<file path="src/pmx_pkg.sv">
/*
 Shared constants and types for the peripheral pin routing block: register
 indices, field layout, routing codes, port letters and signal numbering.
 Assumes a 32-bit APB slave port with word-aligned registers.
*/
package pmx_pkg;

	localparam int ADDR_W = 12;
	localparam int DATA_W = 32;
	localparam int NPIN = 48;
	localparam int NSIG = 38;

	// Register indices; byte address is four times the index
	localparam logic [9:0] IDX_SER01 = 10'h002;
	localparam logic [9:0] IDX_SER2 = 10'h003;
	localparam logic [9:0] IDX_SPI = 10'h005;
	localparam logic [9:0] IDX_I2C = 10'h006;
	localparam logic [9:0] IDX_WAVE = 10'h007;
	localparam logic [9:0] IDX_SINGLE = 10'h008;
	localparam logic [9:0] IDX_CMP = 10'h00A;

	// Field positions inside the shared registers
	localparam int SER0_MSB = 2;
	localparam int SER0_LSB = 0;
	localparam int SER1_MSB = 4;
	localparam int SER1_LSB = 3;
	localparam int WA0_MSB = 2;
	localparam int WA0_LSB = 0;
	localparam int WA1_MSB = 5;
	localparam int WA1_LSB = 3;

	// Routing codes, compared on three bits
	localparam logic [2:0] CODE_DEF = 3'h0;
	localparam logic [2:0] CODE_ALTERNATE_POSITION_ONE = 3'h1;
	localparam logic [2:0] CODE_ALT2 = 3'h2;
	localparam logic [2:0] CODE_ALT3 = 3'h3;
	localparam logic [2:0] CODE_ALT4 = 3'h4;
	localparam logic [2:0] CODE_ALT5 = 3'h5;
	localparam logic [2:0] CODE_ALT6 = 3'h6;

	// Port letters; a pin number is {port, bit}
	localparam logic [2:0] PORT_A = 3'h0;
	localparam logic [2:0] PORT_B = 3'h1;
	localparam logic [2:0] PORT_C = 3'h2;
	localparam logic [2:0] PORT_D = 3'h3;
	localparam logic [2:0] PORT_E = 3'h4;
	localparam logic [2:0] PORT_F = 3'h5;

	// First signal of each peripheral in the flat signal vector
	localparam int SIG_SER0 = 0;
	localparam int SIG_SER1 = 4;
	localparam int SIG_SER2 = 8;
	localparam int SIG_SPI = 12;
	localparam int SIG_I2C = 16;
	localparam int SIG_WA0 = 20;
	localparam int SIG_WA1 = 26;
	localparam int SIG_SB = 32;
	localparam int SIG_CMP = 36;

	typedef struct packed {
		logic [4:0] ser01;
		logic [1:0] ser2;
		logic [2:0] spi;
		logic [1:0] i2c;
		logic [5:0] wave;
		logic [3:0] single;
		logic [1:0] cmp;
	} pmx_regs_s;

	localparam pmx_regs_s REGS_RST = '0;

	typedef struct packed {
		logic en;
		logic [5:0] pin;
	} pmx_route_s;

	typedef struct packed {
		logic [NSIG-1:0] o;
		logic [NSIG-1:0] oe;
	} pmx_sig_drv_s;

	typedef struct packed {
		logic [NPIN-1:0] o;
		logic [NPIN-1:0] oe;
	} pmx_pin_drv_s;

	typedef struct packed {
		pmx_regs_s regs;
		logic [DATA_W-1:0] prdata;
	} pmx_state_s;

	typedef struct packed {
		logic [NPIN-1:0] s1;
		logic [NPIN-1:0] s2;
	} pmx_sync_s;

	function automatic pmx_route_s pmx_mk(input logic [2:0] port, input int n);
		return {1'b1, port, 3'(n)};
	endfunction

endpackage

</file>
<file path="src/pmx_route.sv">
/*
 Peripheral pin routing block: APB register file holding the routing codes,
 the code-to-pin decode, the per-pin output multiplexers and the per-signal input multiplexers.
 Assumes peripherals and the port output logic run on clk_sys_i and the
 pads are asynchronous.
*/
// Local design decision: register access over APB.
`timescale 1ns/1ps
module pmx_route (
	input wire logic clk_sys_i,
	input wire logic reset_i,
	input wire logic psel_i,
	input wire logic penable_i,
	input wire logic pwrite_i,
	input wire logic [pmx_pkg::ADDR_W-1:0] paddr_i,
	input wire logic [pmx_pkg::DATA_W-1:0] pwdata_i,
	input wire logic [3:0] pstrb_i,
	output logic [pmx_pkg::DATA_W-1:0] prdata_o,
	output logic pready_o,
	output logic pslverr_o,
	input wire pmx_pkg::pmx_sig_drv_s periph_drv_i,
	output logic [pmx_pkg::NSIG-1:0] periph_in_o,
	input wire pmx_pkg::pmx_pin_drv_s gpio_drv_i,
	input wire logic [pmx_pkg::NPIN-1:0] pin_i,
	output pmx_pkg::pmx_pin_drv_s pin_drv_o,
	output logic [pmx_pkg::NPIN-1:0] pin_claim_o
);

	localparam int NSIG = pmx_pkg::NSIG;
	localparam int NPIN = pmx_pkg::NPIN;
	localparam logic [2:0] PA = pmx_pkg::PORT_A;
	localparam logic [2:0] PB = pmx_pkg::PORT_B;
	localparam logic [2:0] PC = pmx_pkg::PORT_C;
	localparam logic [2:0] PD = pmx_pkg::PORT_D;
	localparam logic [2:0] PE = pmx_pkg::PORT_E;
	localparam logic [2:0] PF = pmx_pkg::PORT_F;
	localparam int S0 = pmx_pkg::SIG_SER0;
	localparam int S1 = pmx_pkg::SIG_SER1;
	localparam int S2 = pmx_pkg::SIG_SER2;
	localparam int SP = pmx_pkg::SIG_SPI;
	localparam int TW = pmx_pkg::SIG_I2C;
	localparam int W0 = pmx_pkg::SIG_WA0;
	localparam int W1 = pmx_pkg::SIG_WA1;
	localparam int SB = pmx_pkg::SIG_SB;
	localparam int CM = pmx_pkg::SIG_CMP;

	pmx_pkg::pmx_state_s st_ff;
	pmx_pkg::pmx_state_s nxt_st;
	pmx_pkg::pmx_regs_s r;
	pmx_pkg::pmx_route_s [NSIG-1:0] rt;
	logic [NPIN-1:0] sync_q;
	logic [NPIN-1:0] pin_o;
	logic [NPIN-1:0] pin_oe;
	logic [9:0] idx;
	logic setup;
	logic acc;
	logic hit;
	logic wr;
	logic [7:0] rd_val;
	logic [2:0] c_s0;
	logic [2:0] c_s1;
	logic [2:0] c_s2;
	logic [2:0] c_spi;
	logic [2:0] c_tw;
	logic [2:0] c_w0;
	logic [2:0] c_w1;

	assign r = st_ff.regs;
	assign c_s0 = r.ser01[pmx_pkg::SER0_MSB:pmx_pkg::SER0_LSB];
	assign c_s1 = 3'(r.ser01[pmx_pkg::SER1_MSB:pmx_pkg::SER1_LSB]);
	assign c_s2 = 3'(r.ser2);
	assign c_spi = r.spi;
	assign c_tw = 3'(r.i2c);
	assign c_w0 = r.wave[pmx_pkg::WA0_MSB:pmx_pkg::WA0_LSB];
	assign c_w1 = r.wave[pmx_pkg::WA1_MSB:pmx_pkg::WA1_LSB];

	pmx_sync u_sync (
		.clk_sys_i(clk_sys_i),
		.reset_i(reset_i),
		.pin_i(pin_i),
		.pin_q_o(sync_q)
	);

	// APB decode; word aligned accesses only
	assign idx = paddr_i[pmx_pkg::ADDR_W-1:2];
	assign setup = psel_i & ~penable_i;
	assign acc = psel_i & penable_i;

	always_comb begin
		hit = (paddr_i[1:0] == 2'h0);
		case (idx)
			pmx_pkg::IDX_SER01: rd_val = 8'(r.ser01);
			pmx_pkg::IDX_SER2: rd_val = 8'(r.ser2);
			pmx_pkg::IDX_SPI: rd_val = 8'(r.spi);
			pmx_pkg::IDX_I2C: rd_val = 8'(r.i2c);
			pmx_pkg::IDX_WAVE: rd_val = 8'(r.wave);
			pmx_pkg::IDX_SINGLE: rd_val = 8'(r.single);
			pmx_pkg::IDX_CMP: rd_val = 8'(r.cmp);
			default: begin
				rd_val = 8'h00;
				hit = 1'b0;
			end
		endcase
	end

	// Always ready: reads are staged in the setup cycle so prdata is a flop
	assign pready_o = 1'b1;
	assign pslverr_o = acc & ~hit;
	assign prdata_o = st_ff.prdata;
	assign wr = acc & pwrite_i & hit & pstrb_i[0];

	always_comb begin
		nxt_st = st_ff;
		if (setup & ~pwrite_i) begin
			nxt_st.prdata = 32'(rd_val);
		end
		if (wr) begin
			case (idx)
				pmx_pkg::IDX_SER01: nxt_st.regs.ser01 = pwdata_i[4:0];
				pmx_pkg::IDX_SER2: nxt_st.regs.ser2 = pwdata_i[1:0];
				pmx_pkg::IDX_SPI: nxt_st.regs.spi = pwdata_i[2:0];
				pmx_pkg::IDX_I2C: nxt_st.regs.i2c = pwdata_i[1:0];
				pmx_pkg::IDX_WAVE: nxt_st.regs.wave = pwdata_i[5:0];
				pmx_pkg::IDX_SINGLE: nxt_st.regs.single = pwdata_i[3:0];
				pmx_pkg::IDX_CMP: nxt_st.regs.cmp = pwdata_i[1:0];
				default: nxt_st.regs = st_ff.regs;
			endcase
		end
	end

	always_ff @(posedge clk_sys_i or posedge reset_i) begin
		if (reset_i) begin
			st_ff.regs <= pmx_pkg::REGS_RST;
			st_ff.prdata <= '0;
		end else begin
			st_ff <= nxt_st;
		end
	end

	// Code to pin decode; reserved and none codes leave the signal unrouted
	always_comb begin
		rt = '0;
		for (int k = 0; k < 4; k++) begin
			case (c_s0)
				pmx_pkg::CODE_DEF: rt[S0+k] = pmx_pkg::pmx_mk(PA, k);
				pmx_pkg::CODE_ALTERNATE_POSITION_ONE: rt[S0+k] = pmx_pkg::pmx_mk(PA, 4+k);
				pmx_pkg::CODE_ALT2: if (k < 2) rt[S0+k] = pmx_pkg::pmx_mk(PA, 2+k);
				pmx_pkg::CODE_ALT3: rt[S0+k] = pmx_pkg::pmx_mk(PD, 4+k);
				pmx_pkg::CODE_ALT4: if (k < 3) rt[S0+k] = pmx_pkg::pmx_mk(PC, 1+k);
				default: rt[S0+k] = '0;
			endcase
			case (c_s1)
				pmx_pkg::CODE_DEF: rt[S1+k] = pmx_pkg::pmx_mk(PC, k);
				pmx_pkg::CODE_ALTERNATE_POSITION_ONE: rt[S1+k] = pmx_pkg::pmx_mk(PC, 4+k);
				pmx_pkg::CODE_ALT2: if (k < 2) rt[S1+k] = pmx_pkg::pmx_mk(PD, 6+k);
				default: rt[S1+k] = '0;
			endcase
			case (c_s2)
				pmx_pkg::CODE_DEF: rt[S2+k] = pmx_pkg::pmx_mk(PF, k);
				pmx_pkg::CODE_ALTERNATE_POSITION_ONE: if (k < 2) rt[S2+k] = pmx_pkg::pmx_mk(PF, 4+k);
				default: rt[S2+k] = '0;
			endcase
			case (c_spi)
				pmx_pkg::CODE_DEF: rt[SP+k] = pmx_pkg::pmx_mk(PA, 4+k);
				pmx_pkg::CODE_ALTERNATE_POSITION_ONE: rt[SP+k] = pmx_pkg::pmx_mk(PE, k);
				pmx_pkg::CODE_ALT3: rt[SP+k] = pmx_pkg::pmx_mk(k < 2 ? PA : PC, k%2);
				pmx_pkg::CODE_ALT4: rt[SP+k] = pmx_pkg::pmx_mk(PD, 4+k);
				pmx_pkg::CODE_ALT5: rt[SP+k] = pmx_pkg::pmx_mk(PC, k);
				pmx_pkg::CODE_ALT6: rt[SP+k] = pmx_pkg::pmx_mk(k < 3 ? PC : PF, k < 3 ? 1+k : 7);
				default: rt[SP+k] = '0;
			endcase
		end
		// I2C: two host/client lines, then the dual mode client pair
		for (int k = 0; k < 2; k++) begin
			case (c_tw)
				pmx_pkg::CODE_ALT2: rt[TW+k] = pmx_pkg::pmx_mk(PC, 2+k);
				pmx_pkg::CODE_ALT3: rt[TW+k] = pmx_pkg::pmx_mk(PA, k);
				default: rt[TW+k] = pmx_pkg::pmx_mk(PA, 2+k);
			endcase
			case (c_tw)
				pmx_pkg::CODE_ALTERNATE_POSITION_ONE, pmx_pkg::CODE_ALT2: rt[TW+2+k] = pmx_pkg::pmx_mk(PC, 6+k);
				default: rt[TW+2+k] = pmx_pkg::pmx_mk(PC, 2+k);
			endcase
		end
		for (int k = 0; k < 6; k++) begin
			// Wave timer A0 codes coincide with the port letters
			if (c_w0 <= PF && (c_w0 != PE || k < 4)) begin
				rt[W0+k] = pmx_pkg::pmx_mk(c_w0, k);
			end
			case (c_w1)
				pmx_pkg::CODE_DEF: rt[W1+k] = pmx_pkg::pmx_mk(PB, k);
				pmx_pkg::CODE_ALTERNATE_POSITION_ONE: if (k < 3) rt[W1+k] = pmx_pkg::pmx_mk(PC, 4+k);
				pmx_pkg::CODE_ALT4: if (k < 3) rt[W1+k] = pmx_pkg::pmx_mk(PA, 4+k);
				pmx_pkg::CODE_ALT5: if (k < 3) rt[W1+k] = pmx_pkg::pmx_mk(PD, 4+k);
				default: rt[W1+k] = '0;
			endcase
		end
		rt[SB+0] = r.single[0] ? pmx_pkg::pmx_mk(PF, 4) : pmx_pkg::pmx_mk(PA, 2);
		rt[SB+1] = r.single[1] ? pmx_pkg::pmx_mk(PF, 5) : pmx_pkg::pmx_mk(PA, 3);
		rt[SB+2] = r.single[2] ? pmx_pkg::pmx_mk(PB, 4) : pmx_pkg::pmx_mk(PC, 0);
		rt[SB+3] = r.single[3] ? pmx_pkg::pmx_mk(PC, 1) : pmx_pkg::pmx_mk(PB, 5);
		rt[CM+0] = r.cmp[0] ? pmx_pkg::pmx_mk(PC, 6) : pmx_pkg::pmx_mk(PA, 7);
		rt[CM+1] = r.cmp[1] ? pmx_pkg::pmx_mk(PC, 6) : pmx_pkg::pmx_mk(PA, 7);
	end

	// Per pin output mux. Where two routed signals share a pin the lower
	// numbered signal drives it; software must avoid such overlaps.
	for (genvar p = 0; p < NPIN; p++) begin : g_pin
		logic own;
		logic po;
		logic poe;
		always_comb begin
			own = 1'b0;
			po = 1'b0;
			poe = 1'b0;
			for (int s = NSIG-1; s >= 0; s--) begin
				if (rt[s].en && rt[s].pin == 6'(p)) begin
					own = 1'b1;
					po = periph_drv_i.o[s];
					poe = periph_drv_i.oe[s];
				end
			end
		end
		assign pin_claim_o[p] = own;
		assign pin_o[p] = own ? po : gpio_drv_i.o[p];
		assign pin_oe[p] = own ? poe : gpio_drv_i.oe[p];

	end

	assign pin_drv_o = '{o: pin_o, oe: pin_oe};

	// Peripheral inputs read the synchronised level of their routed pin
	for (genvar s = 0; s < NSIG; s++) begin : g_sig
		assign periph_in_o[s] = rt[s].en & sync_q[rt[s].pin];
	end
endmodule

</file>
<file path="src/pmx_sync.sv">
/*
 Two-stage synchroniser for the raw pad input levels.
 Assumes the pads are asynchronous to clk_sys_i.
*/
`timescale 1ns/1ps
module pmx_sync (
	input wire logic clk_sys_i,
	input wire logic reset_i,
	input wire logic [pmx_pkg::NPIN-1:0] pin_i,
	output logic [pmx_pkg::NPIN-1:0] pin_q_o
);

	pmx_pkg::pmx_sync_s st_ff;
	pmx_pkg::pmx_sync_s nxt_st;

	// First stage feeds only the second stage
	always_comb begin
		nxt_st.s1 = pin_i;
		nxt_st.s2 = st_ff.s1;
	end

	always_ff @(posedge clk_sys_i or posedge reset_i) begin
		if (reset_i) begin
			st_ff <= '0;
		end else begin
			st_ff <= nxt_st;
		end
	end

	assign pin_q_o = st_ff.s2;

endmodule
</file>
<file path="config.mk">
export PLATFORM = sky130hd
export DESIGN_NAME = pmx_route
export DESIGN_NICKNAME = d
export VERILOG_FILES = /design/src/pmx_pkg.sv /design/src/pmx_route.sv /design/src/pmx_sync.sv
export SDC_FILE = /design/constraint.sdc
export NUM_CORES = 1
export LEC_CHECK = 0
export BUFFER_PORTS_ARGS = -buffer_cell sky130_fd_sc_hd__buf_2
export CORE_AREA = 2 2 191 193
export CTS_CLUSTER_SIZE = 24
export DETAILED_ROUTE_END_ITERATION = 10
export DIE_AREA = 0 0 193 195
export HOLD_SLACK_MARGIN = 0.02
export SKIP_CTS_REPAIR_TIMING = 1
export SLEW_MARGIN = 20
export SYNTH_ARGS = -nofsm -noshare
export SYNTH_HDL_FRONTEND = slang
export SYNTH_SLANG_ARGS = --single-unit
</file>
<file path="constraint.sdc">
create_clock -name clk_sys_i -period 3.9 [get_ports clk_sys_i]
set_input_delay 0.78 -clock clk_sys_i [delete_from_list [all_inputs] [get_ports clk_sys_i]]
set_output_delay 0.78 -clock clk_sys_i [all_outputs]
set_load 0.1 [all_outputs]
</file>
==> impl_metrics.ini <==
[status]
status = completed

[clock_network]
clk_path_buf_depth = 2
worstSkewPairLatency_ps = 410
htree_levels = 4
cts_buffers = 17
root_buffer = clkbuf_16
cts_num_sinks = 116
clk_pin_slew_ps = 60
cts_tree = built

[power_and_ir_drop]
power.leakage_nw = 6.052
power_density_mw_per_mm2 = 319.9
power_frac_comb_pct = 29.1
switchingPower_mw = 1.516
ir_drop_mv = 0.3546
p_clk_share_pct = 38.5
p_seq_share_pct = 32.3
switching_share_pct = 38.08
power.internal_mw = 2.465

[sta]
slew_headroom_pct = 34.92
rsz0062_at_grt = no
final-hold-violation-count = 0
worstMarginPinSlew_ps = 976.1
fin_skew_ps = 6.566
finalCritPeriodShare_pct = 94.89
setup_viol = 0
fin_crit_ps = 3701
fmax_mhz = 270.2
whs_ps = 343.8
drv_slew = 0

[placed_design]
port_buffers = 402
gp_congestion = 0.8960
post-dp-hpwl_um = 38830
placed_area_sq_mm = 0.01183
dp_cells = 1833

[logic_synthesis]
ys_warn_count = 0
syn_inst = 1053
ys_seq_area_share_pct = 32.40
synth_top_area_share_pct = 32.40
synth-async-reset-ratio_pct = 100.0
synth_ff_type = dfrtp_1
yosys.area.top_type = dfrtp_1
synth_cell_types = 68
netlist_area_sq_mm = 0.008959
ys_ff_latch = 116
synth.area.top_cells = dfrtp_1 32%, mux2i_1 6.8%, buf_4 6.5%
synth_edf_count = 0
avgSynthCellArea_sq_um = 8.508

[layout]
fillers = 3715
layout_commonest_cell = buf_2
stdcell_area_sq_mm = 0.01244
layout_common_cells = 350 x buf_2, 116 x dfrtp_1, 112 x nand2_1
final_cells = 1866
multi_input_area_sq_mm = 0.005177
fin_util_pct = 35.15
num_antenna_cells = 0
syn_to_final_growth_pct = 38.90
drive_gt1_share_pct = 40.07
nets = 1676
seq_area_sq_mm = 0.002903

[floorplanning]
die_h_um = 195
ioPinCount = 489
die_x_um = 193
dieArea_sq_mm = 0.03764
fp.coreArea_sq_mm = 0.03540
start_util_pct = 25.31
row_count = 69

[routing]
dr_total_vias = 9454
wl_per_cell_um = 25.49
finalWirelength_um = 47570
drt_iter0_markers = 626
drc_errors = 0
drt-pass1-iter-count = 7
via_per_inst = 5.066
ant_nets = 0

[worst_hold_path]
min_to = u_sync.pin_q_o[40]
hp-class = reg2reg
whs_path_depth = 0
hp-start = u_sync.nxt_st[40]

[grt]
antenna_found_initial = 2
grt_pass1_vias = 9063
grt_max_degree = 82
groute.usage.overall_pct = 24.28
grt_pass1_wl_um = 64920
gr-total-overflow = 0

[worst_setup_path]
arrival_ps = 2920
start_kind = flop
worstSetupEndpointType = output port
rr_worst_depth = 5
cp.required_ps = 3120
r2r-end = prdata_o[1]
critPathKind = reg2out
reg2reg_slack_ps = 2140
worst_r2r_startpoint = c_s0[1]
cp_max_fo = 11

[run]
drv_cap = 0
-- cell usage after synthesis (4+ instances only) --
cell / number
a211o_1: 6
a211oi_1: 11
a21oi_1: 61
a221o_1: 17
a221oi_1: 12
a22o_1: 6
a22oi_1: 27
a31oi_1: 4
a32oi_1: 5
and2_1: 12
and3_1: 4
buf_1: 6
buf_2: 18
buf_4: 77
buf_6: 4
clkbuf_1: 43
dfrtp_1: 116
ha_1: 11
inv_1: 40
mux2_2: 37
mux2i_1: 61
mux4_2: 7
nand2_1: 112
nand2b_1: 14
nand3_1: 19
nand3b_1: 6
nor2_1: 78
nor2b_1: 17
nor3_1: 19
nor3_2: 5
nor3b_1: 10
nor3b_2: 4
nor4_4: 5
o211ai_1: 5
o21ai_0: 96
o22ai_1: 16
o31a_1: 4
o31ai_1: 6
or2_2: 8
or3_1: 5
-- worst max path at each step --
stage	from	endpoint	slack [ps]	cells after the start
floorplan	c_w0[2]	periph_in_o[24]	-810	7
global placement	c_w0[1]	pin_drv_o[29]	510	7
detailed placement	c_w0[1]	pin_drv_o[29]	410	7
CTS	c_w0[1]	pin_drv_o[29]	-30	7
global route	c_w0[1]	pin_drv_o[77]	10	8
finish	c_w0[1]	pin_drv_o[29]	200	8
-- registers in the layout, summed over array words and instances (netlist names) --
register        flops
c_s0                3
prdata_o            6
c_tw                2
c_s1                2
r                   6
c_w1                3
c_s2                2
u_sync.nxt_st      43
c_w0                3
u_sync.pin_q_o     43
c_spi               3
-- routing by layer --
layer	vias to the layer above	track usage (%)	wire length (um)
met5	-	0	23
met4	4	5.219	647
met3	46	5.554	4060
met2	467	43.93	24270
met1	4585	29.02	18580
li1	4352	-	-
-- critical path, cell delays in order, from the launching register on --
cell and delay (ps):
dfrtp_1 530, ha_2 400, nand3b_2 390, inv_2 170, nor2_1 250, a221o_1 190, o21ai_0 70, o21ai_1 280
buf_12 230
-- per-stage QoR --
| stage | setup TNS (ps) | total power [mW] | setup WS (ps) |
|---|---|---|---|
| 2_1_floorplan | -1619 | 2.123 | -809.5 |
| 3_3_place_gp | 0 | 2.466 | 512.1 |
| 3_5_place_dp | 0 | 2.469 | 412.7 |
| 4_1_cts | -34.52 | 4.017 | -30.99 |
| 5_1_grt | 0 | 4.112 | 13.67 |
| 6_report | 0 | 3.980 | 199.5 |
-- power groups by stage --
| stage | Sequential, mW | Combinational, mW | Clock [mW] |
|---|---|---|---|
| floorplan | 1.29 | 0.835 | 0 |
| global placement | 1.31 | 1.16 | 0 |
| detailed placement | 1.31 | 1.16 | 0 |
| CTS | 1.29 | 1.16 | 1.56 |
| global route | 1.29 | 1.20 | 1.62 |
| finish | 1.29 | 1.16 | 1.53 |
-- cell families (layout without fill, tap and decap cells) --
family	count (synthesis)	count (layout)	synth area share, %
other	2	32	0.08383
AND/OR/NAND/NOR	336	336	19.89
adder cells (fa/ha/maj)	11	11	1.536
flip-flops	116	116	32.40
buffers and inverters	190	512	11.79
multiplexers	105	105	13.23
AO/OA/AOI/OAI	293	293	21.08
-- final cells by class --
type | count | share of cell area, %
clock buffers | 18 | 3.449
repair buffers | 439 | 24.47
flip-flops and latches | 116 | 23.33
well taps | 461 | 4.635
inverters | 41 | 1.257
clock inverters | 14 | 1.247
multi-input cells | 777 | 41.61
No activity file was read; power rests on OpenSTA's default activity.
